**src/fcr_pkg.sv**
```systemverilog
/*
 * Package for the flash CPU rewrite control block: register map, field positions,
 * reset values, enumerations and carrier structs.
 * Assumes an APB slave with 32-bit data and word-aligned registers.
 */
package fcr_pkg;

    localparam logic [7:0] FCR_ADDR_CTRL0 = 8'h00;
    localparam logic [7:0] FCR_ADDR_CTRL1 = 8'h04;
    localparam logic [7:0] FCR_ADDR_PROT = 8'h08;
    localparam logic [7:0] FCR_ADDR_STAT = 8'h0c;

    localparam int FCR_B_READY = 0;
    localparam int FCR_B_REWR = 1;
    localparam int FCR_B_LOCKOVR = 2;
    localparam int FCR_B_STOP = 3;
    localparam int FCR_B_AREA = 5;
    localparam int FCR_B_PERR = 6;
    localparam int FCR_B_EERR = 7;
    localparam int FCR_B_MODE2 = 1;

    localparam int FCR_B_PM0 = 0;
    localparam int FCR_B_PM3 = 3;

    localparam logic [1:0] FCR_PROT_LVL_OFF = 2'h3;
    localparam logic [1:0] FCR_PROT_RM_OPEN = 2'h0;
    localparam logic [7:0] FCR_PROT_ERASED = 8'hff;
    localparam int FCR_PROT_LVL_LSB = 6;
    localparam int FCR_PROT_RM_LSB = 4;

    localparam logic [7:0] FCR_CTRL0_RST = 8'h01;
    localparam logic [7:0] FCR_CTRL1_RST = 8'h00;
    localparam logic [3:0] FCR_NBLK = 4'h8;

    typedef enum logic [1:0] {
        FCR_OP_PROG = 2'b00,
        FCR_OP_ERASE = 2'b01,
        FCR_OP_LOCK = 2'b10,
        FCR_OP_RDSR = 2'b11
    } fcr_op_t;

    typedef enum logic [1:0] {
        FCR_ST_IDLE = 2'b00,
        FCR_ST_BUSY = 2'b01,
        FCR_ST_DONE = 2'b10
    } fcr_state_t;

    typedef enum logic [1:0] {
        FCR_ARM_IDLE = 2'b00,
        FCR_ARM_ZERO = 2'b01
    } fcr_arm_t;

    typedef struct packed {
        logic valid;
        fcr_op_t op;
        logic [2:0] blk;
        logic boot_area;
    } fcr_cmd_t;

    typedef struct packed {
        logic done;
        logic fail;
    } fcr_rsp_t;

endpackage

```
**src/fcr_arm.sv**
```systemverilog
/*
 * Two-write arming of one control bit: a write of 0 followed directly by a
 * write of 1 to the same register sets the bit when allow_i is high; a lone 1 does nothing.
 * Assumes wr_i pulses once per register write, with the written bit on bit_i.
 */
`timescale 1ns/1ps
module fcr_arm
    import fcr_pkg::*;
(
    input wire logic clk_sys_i,
    input wire logic rst_b_i,
    input wire logic wr_i,
    input wire logic bit_i,
    input wire logic allow_i,
    input wire logic force_clr_i,
    output logic set_o
);

    fcr_arm_t arm_r;
    fcr_arm_t arm_nxt;
    logic set_nxt;

    always_comb begin
        arm_nxt = arm_r;
        set_nxt = set_o;
        if (force_clr_i) begin
            arm_nxt = FCR_ARM_IDLE;
            set_nxt = 1'b0;
        end else if (wr_i) begin
            case (arm_r)
                FCR_ARM_IDLE: begin
                    if (!bit_i) begin
                        arm_nxt = FCR_ARM_ZERO;
                        set_nxt = 1'b0;
                    end
                end
                FCR_ARM_ZERO: begin
                    arm_nxt = FCR_ARM_IDLE;
                    if (bit_i && allow_i) begin
                        set_nxt = 1'b1;
                    end
                end
                default: arm_nxt = FCR_ARM_IDLE;
            endcase
        end
    end

    always_ff @(posedge clk_sys_i or negedge rst_b_i) begin
        if (!rst_b_i) begin
            arm_r <= FCR_ARM_IDLE;
            set_o <= 1'b0;
        end else begin
            arm_r <= arm_nxt;
            set_o <= set_nxt;
        end
    end

endmodule

```
**src/fcr_ctrl.sv**
```systemverilog
/*
 * Flash CPU rewrite control: APB register file, mode arming, command gating,
 * busy/error flags, lock override, flash stop and protect byte evaluation.
 * Assumes a flash array engine answering each issued command with done/fail,
 * and pins for boot mode, parallel mode and low power mode.
 */
`timescale 1ns/1ps
module fcr_ctrl
    import fcr_pkg::*;
(
    input wire logic clk_sys_i,
    input wire logic rst_b_i,
    input wire logic psel,
    input wire logic penable,
    input wire logic pwrite,
    input wire logic [7:0] paddr,
    input wire logic [31:0] pwdata,
    output logic [31:0] prdata,
    output logic pready,
    output logic pslverr,
    input wire logic boot_mode_i,
    input wire logic par_mode_i,
    input wire logic low_pwr_i,
    input wire fcr_cmd_t cmd_i,
    input wire logic [7:0] pm_user_i,
    input wire fcr_rsp_t rsp_i,
    input wire logic [7:0] prot_wr_data_i,
    input wire logic prot_wr_i,
    output fcr_cmd_t cmd_o,
    output logic cmd_refused_o,
    output logic cpu_hold_o,
    output logic [7:0] pm_eff_o,
    output logic flash_pwr_o,
    output logic flash_init_o,
    output logic rd_status_sel_o,
    output logic par_access_ok_o,
    output logic [FCR_NBLK-1:0] lock_eff_o
);

    logic [2:0] bm_s_r;
    logic [2:0] pm_s_r;
    logic [2:0] lp_s_r;
    logic low_pwr_q;
    logic boot_q;
    logic par_q;

    always_ff @(posedge clk_sys_i or negedge rst_b_i) begin
        if (!rst_b_i) begin
            bm_s_r <= 3'h0;
            pm_s_r <= 3'h0;
            lp_s_r <= 3'h0;
            boot_q <= 1'b0;
            par_q <= 1'b0;
            low_pwr_q <= 1'b0;
        end else begin
            bm_s_r <= {bm_s_r[1:0], boot_mode_i};
            pm_s_r <= {pm_s_r[1:0], par_mode_i};
            lp_s_r <= {lp_s_r[1:0], low_pwr_i};
            if (bm_s_r[1] == bm_s_r[2]) boot_q <= bm_s_r[2];
            if (pm_s_r[1] == pm_s_r[2]) par_q <= pm_s_r[2];
            if (lp_s_r[1] == lp_s_r[2]) low_pwr_q <= lp_s_r[2];
        end
    end

    wire apb_acc = psel && penable;
    wire apb_wr = apb_acc && pwrite;
    wire wr_ctrl0 = apb_wr && (paddr == FCR_ADDR_CTRL0);
    wire wr_ctrl1 = apb_wr && (paddr == FCR_ADDR_CTRL1);
    wire wr_prot = apb_wr && (paddr == FCR_ADDR_PROT);
    wire addr_ok = (paddr == FCR_ADDR_CTRL0) || (paddr == FCR_ADDR_CTRL1) ||
                   (paddr == FCR_ADDR_PROT) || (paddr == FCR_ADDR_STAT);

    logic rewr_en;
    logic mode2;
    logic lockovr_r;
    logic stop_r;
    logic area_r;
    logic perr_r;
    logic eerr_r;
    logic busy_r;
    fcr_op_t op_r;
    logic [2:0] blk_r;
    logic [7:0] prot_r;
    logic [FCR_NBLK-1:0] lock_r;
    logic [6:0] pad_r;
    fcr_state_t st_r;
    wire rewr_drop = !rewr_en || (wr_ctrl0 && !pwdata[FCR_B_REWR]);

    fcr_arm u_arm_rewr (
        .clk_sys_i(clk_sys_i),
        .rst_b_i(rst_b_i),
        .wr_i(wr_ctrl0),
        .bit_i(pwdata[FCR_B_REWR]),
        .allow_i(1'b1),
        .force_clr_i(1'b0),
        .set_o(rewr_en)
    );

    fcr_arm u_arm_mode2 (
        .clk_sys_i(clk_sys_i),
        .rst_b_i(rst_b_i),
        .wr_i(wr_ctrl1),
        .bit_i(pwdata[FCR_B_MODE2]),
        .allow_i(rewr_en),
        .force_clr_i(rewr_drop),
        .set_o(mode2)
    );

    wire ram_mode = rewr_en && !mode2;
    wire rom_mode = rewr_en && mode2;
    wire stop_eff = stop_r && rewr_en;
    wire user_ok = !boot_q || area_r;
    wire blk_locked = !lock_r[cmd_i.blk] && !lockovr_r;

    function automatic logic cmd_legal(input fcr_cmd_t c, input logic rom, input logic lk);
        cmd_legal = !c.boot_area && !(c.op == FCR_OP_RDSR && rom);
        if ((c.op == FCR_OP_PROG || c.op == FCR_OP_ERASE) && lk) cmd_legal = 1'b0;
    endfunction

    wire cmd_take = cmd_i.valid && rewr_en && !stop_eff && !busy_r && user_ok &&
                    cmd_legal(cmd_i, rom_mode, blk_locked);
    wire cmd_bad = cmd_i.valid && !cmd_take;
    wire starts_op = cmd_take && (cmd_i.op != FCR_OP_RDSR);

    always_ff @(posedge clk_sys_i or negedge rst_b_i) begin
        if (!rst_b_i) begin
            st_r <= FCR_ST_IDLE;
            busy_r <= 1'b0;
            op_r <= FCR_OP_PROG;
            blk_r <= 3'h0;
        end else begin
            case (st_r)
                FCR_ST_IDLE, FCR_ST_DONE: begin
                    if (starts_op) begin
                        st_r <= FCR_ST_BUSY;
                        busy_r <= 1'b1;
                        op_r <= cmd_i.op;
                        blk_r <= cmd_i.blk;
                    end else begin
                        st_r <= FCR_ST_IDLE;
                    end
                end
                FCR_ST_BUSY: begin
                    if (stop_eff) begin
                        st_r <= FCR_ST_IDLE;
                        busy_r <= 1'b0;
                    end else if (rsp_i.done) begin
                        st_r <= FCR_ST_DONE;
                        busy_r <= 1'b0;
                    end
                end
                default: begin
                    st_r <= FCR_ST_IDLE;
                    busy_r <= 1'b0;
                end
            endcase
        end
    end

    wire op_end = (st_r == FCR_ST_BUSY) && rsp_i.done && !stop_eff;

    always_ff @(posedge clk_sys_i or negedge rst_b_i) begin
        if (!rst_b_i) begin
            lockovr_r <= 1'b0;
            stop_r <= 1'b0;
            area_r <= 1'b0;
            pad_r <= 7'h00;
        end else begin
            if (wr_ctrl0) begin
                lockovr_r <= pwdata[FCR_B_LOCKOVR];
                stop_r <= pwdata[FCR_B_STOP];
                area_r <= pwdata[FCR_B_AREA];
            end
            if (wr_ctrl1) pad_r <= {pwdata[7:2], pwdata[0]};
        end
    end

    always_ff @(posedge clk_sys_i or negedge rst_b_i) begin
        if (!rst_b_i) begin
            perr_r <= 1'b0;
            eerr_r <= 1'b0;
        end else if (stop_eff) begin
            perr_r <= 1'b0;
            eerr_r <= 1'b0;
        end else if (op_end) begin
            perr_r <= (op_r == FCR_OP_PROG) && rsp_i.fail;
            eerr_r <= (op_r == FCR_OP_ERASE) && rsp_i.fail;
        end
    end

    wire erase_ok = op_end && (op_r == FCR_OP_ERASE) && !rsp_i.fail;
    wire prot_blk = blk_r == 3'h7;

    always_ff @(posedge clk_sys_i or negedge rst_b_i) begin
        if (!rst_b_i) begin
            lock_r <= '0;
            prot_r <= FCR_PROT_ERASED;
        end else begin
            if (erase_ok && lockovr_r) lock_r[blk_r] <= 1'b1;
            else if (op_end && op_r == FCR_OP_LOCK && !rsp_i.fail) lock_r[blk_r] <= 1'b0;
            if (erase_ok && prot_blk) prot_r <= FCR_PROT_ERASED;
            else if (prot_wr_i) prot_r <= prot_wr_data_i;
            else if (wr_prot && !par_q) prot_r <= pwdata[7:0];
        end
    end

    wire [1:0] prot_lvl = prot_r[FCR_PROT_LVL_LSB+:2];
    wire [1:0] prot_rm = prot_r[FCR_PROT_RM_LSB+:2];
    wire protected_w = (prot_lvl != FCR_PROT_LVL_OFF) && (prot_rm != FCR_PROT_RM_OPEN);

    wire [7:0] ctrl0_rd = {eerr_r, perr_r, area_r, 1'b0, stop_r, lockovr_r, rewr_en, !busy_r};
    wire [7:0] ctrl1_rd = {pad_r[6:1], mode2, pad_r[0]};
    wire [7:0] stat_rd = {3'h0, protected_w, rom_mode, ram_mode, boot_q, par_q};

    logic [31:0] rd_mux;
    always_comb begin
        case (paddr)
            FCR_ADDR_CTRL0: rd_mux = {24'h0, ctrl0_rd};
            FCR_ADDR_CTRL1: rd_mux = {24'h0, ctrl1_rd};
            FCR_ADDR_PROT: rd_mux = {24'h0, prot_r};
            FCR_ADDR_STAT: rd_mux = {24'h0, stat_rd};
            default: rd_mux = 32'h0;
        endcase
    end

    wire [7:0] pm_forced = pm_user_i | (8'h01 << FCR_B_PM0) | (8'h01 << FCR_B_PM3);

    always_ff @(posedge clk_sys_i or negedge rst_b_i) begin
        if (!rst_b_i) begin
            prdata <= 32'h0;
            pready <= 1'b0;
            pslverr <= 1'b0;
            cmd_o <= '0;
            cmd_refused_o <= 1'b0;
            cpu_hold_o <= 1'b0;
            pm_eff_o <= 8'h00;
            flash_pwr_o <= 1'b0;
            flash_init_o <= 1'b1;
            rd_status_sel_o <= 1'b0;
            par_access_ok_o <= 1'b0;
            lock_eff_o <= '0;
        end else begin
            pready <= psel && !penable;
            pslverr <= psel && !penable && !addr_ok;
            if (psel && !penable && !pwrite) prdata <= rd_mux;
            cmd_o <= starts_op ? cmd_i : '0;
            cmd_refused_o <= cmd_bad;
            cpu_hold_o <= rom_mode && (starts_op || busy_r) && !stop_eff;
            pm_eff_o <= rewr_en ? pm_forced : pm_user_i;
            flash_pwr_o <= !stop_eff && !low_pwr_q;
            flash_init_o <= stop_eff;
            if (cmd_take && cmd_i.op == FCR_OP_RDSR) rd_status_sel_o <= 1'b1;
            else if (op_end) rd_status_sel_o <= ram_mode;
            else if (!rewr_en || rom_mode) rd_status_sel_o <= 1'b0;
            par_access_ok_o <= par_q && !protected_w;
            lock_eff_o <= lockovr_r ? {FCR_NBLK{1'b1}} : lock_r;
        end
    end

    // Remembers whether the latest enable register write cleared the enable bit.
    logic last0_r;

    always_ff @(posedge clk_sys_i or negedge rst_b_i) begin
        if (!rst_b_i) begin
            last0_r <= 1'b0;
        end else if (wr_ctrl0) begin
            last0_r <= !pwdata[FCR_B_REWR];
        end
    end
endmodule

```
**config.mk**
```make
export PLATFORM = sky130hd
export DESIGN_NAME = fcr_ctrl
export DESIGN_NICKNAME = d
export VERILOG_FILES = /design/src/fcr_pkg.sv /design/src/fcr_arm.sv /design/src/fcr_ctrl.sv
export SDC_FILE = /design/constraint.sdc
export NUM_CORES = 1
export LEC_CHECK = 0
export ABC_AREA = 1
export BUFFER_PORTS_ARGS = -buffer_cell sky130_fd_sc_hd__buf_2
export CAP_MARGIN = 0
export CORE_UTILIZATION = 55
export DETAILED_ROUTE_END_ITERATION = 7
export PLACE_DENSITY = 0.87
export SYNTH_ARGS = -nofsm -noshare
export SYNTH_HDL_FRONTEND = slang
export SYNTH_SLANG_ARGS = --single-unit
```
**constraint.sdc**
```tcl
create_clock -name clk_sys_i -period 2.1 [get_ports clk_sys_i]
set_input_delay 0.105 -clock clk_sys_i [delete_from_list [all_inputs] [get_ports clk_sys_i]]
set_output_delay 0.105 -clock clk_sys_i [all_outputs]
set_load 0.005 [all_outputs]
```
**After elaboration in Yosys (flattened, before gate mapping)**

Cells that the tools add are included.

- Add/sub/neg operators: 0
- Multipliers: 0
- Div/mod/pow operators: 0
- Magnitude comparators: 3
- Equality and inequality tests: 23
- Shift-type cells: 0
- Muxes and demuxes: 41
- Bitwise operators: 3
- Reductions and logical operators: 89

Operators by type and width:

| kind | count |
|---|---|
| $mux 8 | 6 |
| $logic_and 1x1->1 | 42 |
| $pmux 8 s4 | 1 |
| $mux 1 | 19 |
| $logic_not 1->1 | 18 |
| $eq 8x4->1 const B | 2 |
| $mux 2 | 7 |
| $eq 2x1->1 const B | 5 |
| $logic_not 2->1 | 5 |
| $ne 2x2->1 const B | 5 |
| $reduce_bool 2->1 | 5 |
| $reduce_bool 3->1 | 3 |
| $and 8x8->8 | 1 |
| $eq 8x3->1 const B | 1 |
| $logic_not 8->1 | 1 |
| $logic_or 1x1->1 | 8 |
| $lt 3x4->1 const B | 2 |
| $not 8->8 | 1 |
| $or 8x8->8 | 1 |
| $reduce_and 2->1 | 4 |
| $reduce_and 4->1 | 2 |
| $mux 7 | 1 |
| $eq 2x2->1 const B | 3 |
| $ne 3x3->1 const B | 2 |
| other kinds (10) | 14 |

- Flip-flop bits (word level): 117
- Bits in latches: 0
- Bits in writable memories: 0
- Bits in read-only memories: 0
- Word-level logic and storage cells: 196
- Memories kept: 0

**Logic depth before layout (Yosys ltp)**

- Depth after elaboration: 11
- Mapped depth: 11
- Gate-level depth less buffers: 10

**Hierarchy**

A second synthesis with hierarchy kept.

- Cells, all modules: 473
- Area total of the unflattened synthesis: 4166.5 um^2

By module, submodules not included:

| module | instances | cells an instance | area an instance (um^2) |
|---|---|---|---|
| fcr_ctrl | 1 | 445 | 3948.8 |
| fcr_arm | 2 | 14 | 108.9 |

**Worst setup path before layout**

Ideal clock, no wire load.

- Path kind: register to register
- Start: reg stop_r
- End: reg (tool-made name)
- Arrival time: 1323 ps
- Required time: 1983 ps
- Path slack: 660 ps
- Cell stages (with the launch flop): 12
- Path through: dfrtp_1 nand2_2 inv_4 nor2_8 nand3_4 nor2_4 nand2_4 nand2_4 buf_12 nand3_1 nand2_1 nand2_1

RTL lines:

| item | line | RTL |
|---|---|---|
| start, declared | fcr_ctrl.sv:76 | `logic stop_r;` |
| start signal, assigned | fcr_ctrl.sv:171 | `stop_r <= pwdata[FCR_B_STOP];` |

==> run summary <==
I/O Buffers: 88
area fraction of the dominant cell type after synthesis: 49.1%
number of instances resized during post-cts repair: 0
dpl hpwl: 6050 µm
# DRC: 0
number of setup violations in the final report: 0
number of instances in the synthesized netlist: 459
number of vias after detailed routing: 3404
worst hold path type: input port to flop
Slew Viols, Final: 0
RSZ-0062 raised after global routing: false
wire length per cell after detailed routing: 12.8 µm
cell area after synthesis: 0.00418 mm²
post-detailed-placement cell area: 0.00462 mm²
max capacitance violation total: 0
status: finished clean
largest clock skew in the final design: 0.0130 ns
critical-path cell with the highest stage delay: sky130_fd_sc_hd__dfrtp_1
dominant delay contributor by cell family on the critical path: simple AND/OR/NAND/NOR gates
final critical-path share of the clock period: 84.3%
number of buffers between clock root and the deepest sink: 2
total power of the final layout: 0.00329 W
critical path arrival: 2.07 ns
maximum operating frequency: 565 MHz
core area: 0.00729 mm²
number of iterations in the first detailed-routing pass: 5
net count reported at finish: 648
wire length of the first global-routing pass: 14000 µm
final number of hold-violating endpoints: 0
hold-fix buffers at CTS: 20
cells along the critical path: nand2_2 > inv_4 > nor2_8 > nand3_4 > nor2_4 > nand2_4 > inv_1 > nand4_1 > nand2_1
endpoint kind of the worst setup timing path: flop
required time at the endpoint of the critical path: 2.40 ns
CTS tree: yes
critical path's largest stage delay: 0.54 ns
post-synthesis area per instance: 9.11 µm²
Max H-tree Level: 3
Yosys warning count: 0
IR Drop Worst-Case VDD: 0.000348 V
source-to-sink clock delay at the later pin of the worst-skew pair: 0.37 ns
leakage power total: 2.77 nW
number of global-route vias before repair: 3068
antenna violations before repair: 0
Vias per Instance: 5.03
count of flip-flops with a built-in enable after synthesis: 0
type of the worst setup path: flop to flop
Root Buffer: sky130_fd_sc_hd__clkbuf_8
total die area: 0.00795 mm²
number of DRC violations after detailed-routing iteration 0: 248
share of cells above drive strength 1: 25.6%
I/O pins: 137
Die X-Extent: 89.2 µm
post-detailed-routing wire length: 8650 µm
clock transition at the register clock pins on the worst setup and hold paths after CTS: 0.09 ns
initial core utilization: 57.3%
routability cong.: 0.823
ANT cells: 0
Synth async-reset ratio: 100%
Layout fillers: 520
portion of the post-synthesis area used by sequential elements: 54.7%
post-route setup TNS: 0 ns
critical path launch point type: flop
Synth-to-Final Area Change: 20.2%
clock sink count: 91
Final ANT Viol Nets: 0
number of standard-cell rows in the floorplan: 31
top post-synthesis cells by area: sky130_fd_sc_hd__dfrtp_1 49%, sky130_fd_sc_hd__nand2_1 11%, sky130_fd_sc_hd__dfstp_2 5.7%
die span in y: 89.2 µm
number of distinct library cells after synthesis: 43
power density over cell area: 655 mW/mm²
most common flop cell mapped by yosys: sky130_fd_sc_hd__dfrtp_1
CP Buf/Inv Count: 2
TritonCTS Buffers: 9
final critical delay including setup and external delays: 1.77 ns
biggest fanout along the worst timing path: 12
post-synthesis sequential element count: 91
global routing usage summed across all routing layers: 23.5%
worst slew pin tran: 0.525 ns
relative max-transition margin: 64.7%
gr ovfl total: 0
area of all placed cells without fillers: 0.00502 mm²
top cell type by total area after synthesis: sky130_fd_sc_hd__dfrtp_1
largest net degree at the start of global routing: 92
Setup Fix Bufs, Post-CTS: 0
[stage by stage]
step | std cells | setup WS (ns) | utilization [%] | hold WS (ns)
finish | 677 | 0.330 | 68.9 | 0.0178
global placement | 641 | 0.449 | 63.4 | 0.176
floorplan | 483 | 0.660 | - | -0.191
CTS | 677 | 0.355 | 68.9 | 0.00306
global route | 677 | 0.206 | 68.9 | 0.0250
detailed placement | 641 | 0.369 | 63.4 | 0.178
[synth_stat cells (2+ instances only)]
cell,instances
sky130_fd_sc_hd__o21ai_0,22
sky130_fd_sc_hd__inv_2,3
sky130_fd_sc_hd__nor2_2,2
sky130_fd_sc_hd__nand3_1,36
sky130_fd_sc_hd__inv_1,51
sky130_fd_sc_hd__nand2_1,118
sky130_fd_sc_hd__nor2_4,2
sky130_fd_sc_hd__buf_2,3
sky130_fd_sc_hd__nand3_4,3
sky130_fd_sc_hd__dfrtp_1,82
sky130_fd_sc_hd__o21ai_1,6
sky130_fd_sc_hd__nor3_1,2
sky130_fd_sc_hd__nor2_1,35
sky130_fd_sc_hd__nand4_1,15
sky130_fd_sc_hd__nand2_2,6
sky130_fd_sc_hd__maj3_1,3
sky130_fd_sc_hd__or2_2,3
sky130_fd_sc_hd__a22o_1,2
sky130_fd_sc_hd__dfstp_2,9
sky130_fd_sc_hd__nand2_4,4
sky130_fd_sc_hd__a21oi_1,4
sky130_fd_sc_hd__o21ai_2,2
sky130_fd_sc_hd__buf_4,25
sky130_fd_sc_hd__nand4_2,2
[worst register-to-register path: stages (launching register included)]
cell                      delay (ns)
sky130_fd_sc_hd__dfrtp_1        0.54
sky130_fd_sc_hd__nand2_2        0.20
sky130_fd_sc_hd__inv_4          0.07
sky130_fd_sc_hd__nor2_8         0.14
sky130_fd_sc_hd__nand3_4        0.09
sky130_fd_sc_hd__nor2_4         0.15
sky130_fd_sc_hd__nand2_4        0.08
sky130_fd_sc_hd__inv_1          0.19
sky130_fd_sc_hd__nand4_1        0.14
sky130_fd_sc_hd__nand2_1        0.11
[per-layer routing]
layer | part of all wire [%] | vias up | track usage (%)
met5 | 0 | - | 0
li1 | - | 1647 | -
met1 | 43 | 1578 | 31.1
met4 | 3.2 | 0 | 12.0
met3 | 6.0 | 31 | 3.60
met2 | 48 | 148 | 37.6
[path summary, 6_finish.rpt]
| path | start | to | slack [ns] | cells after the start |
|---|---|---|---|---|
| setup / recovery | u_arm_rewr.set_o | flop | 0.33 | 9 |
| setup reg to reg | u_arm_rewr.set_o | flop | 0.33 | 9 |
| min in group asynchronous | rst_b_i | pm_s_r[0] | 0.30 | 3 |
| hold / removal | cmd_i[3] | cmd_o[3] | 0.02 | 3 |
| hold reg to reg | bm_s_r[0] | bm_s_r[1] | 0.36 | 0 |
| max in group asynchronous | rst_b_i | flash_init_o | 1.39 | 3 |
[registers in the layout, indices dropped and copies added, names as in the netlist, 2 cells and up, named ones only]
register	count
pad_r	7
pm_s_r	3
op_r	2
bm_s_r	3
lp_s_r	3
lock_eff_o	8
blk_r	3
cmd_o	7
prot_r	8
st_r	2
prdata	8
pm_eff_o	8
[cell type report]
class,count,area [µm²],area share [%]
clock inverters,7,76.3,1.52
flip-flops and latches,91,2290,45.6
repair buffers,110,671,13.3
clock buffers,9,124,2.47
well taps,99,124,2.47
inverters,56,213,4.23
multi-input cells,305,1530,30.4
[power by group]
group          switching (W)  leakage, nW  total (W)  internal (W)
clock network       0.000614       0.0958    0.00117      0.000555
logic               0.000158         1.49   0.000273      0.000115
registers          0.0000293         1.18    0.00185       0.00182
[kinds of logic after synthesis]
| logic type | Yosys count | share of synthesized area (%) |
|---|---|---|
| simple gates | 234 | 27.2 |
| compound gates | 41 | 5.84 |
| xor+xnor | 1 | 0.210 |
| other cells | 1 | 0.0897 |
| buf+inv | 87 | 10.9 |
| flops | 91 | 54.7 |
| fa+ha+maj | 4 | 1.02 |
[layout by cell type, fill, tap and decap left out, types with 3 or more instances in the layout]
| master | netlist | final |
|---|---|---|
| sky130_fd_sc_hd__nand2_4 | 4 | 4 |
| sky130_fd_sc_hd__dlygate4sd3_1 | 0 | 20 |
| sky130_fd_sc_hd__clkbuf_8 | 0 | 9 |
| sky130_fd_sc_hd__conb_1 | 1 | 25 |
| sky130_fd_sc_hd__maj3_1 | 3 | 3 |
| sky130_fd_sc_hd__dfrtp_1 | 82 | 82 |
| sky130_fd_sc_hd__a21oi_1 | 4 | 4 |
| sky130_fd_sc_hd__nand4_1 | 15 | 15 |
| sky130_fd_sc_hd__nand3_4 | 3 | 3 |
| sky130_fd_sc_hd__o21ai_1 | 6 | 6 |
| sky130_fd_sc_hd__nor2_1 | 35 | 35 |
| sky130_fd_sc_hd__nand3_1 | 36 | 36 |
| sky130_fd_sc_hd__dfstp_2 | 9 | 9 |
| sky130_fd_sc_hd__buf_2 | 3 | 87 |
| sky130_fd_sc_hd__nand2_2 | 6 | 6 |
| sky130_fd_sc_hd__nand2_1 | 118 | 118 |
| sky130_fd_sc_hd__o21ai_0 | 22 | 22 |
| sky130_fd_sc_hd__inv_2 | 3 | 3 |
| sky130_fd_sc_hd__inv_1 | 51 | 51 |
| sky130_fd_sc_hd__or2_2 | 3 | 3 |
No activity file was read; power rests on OpenSTA's default activity.
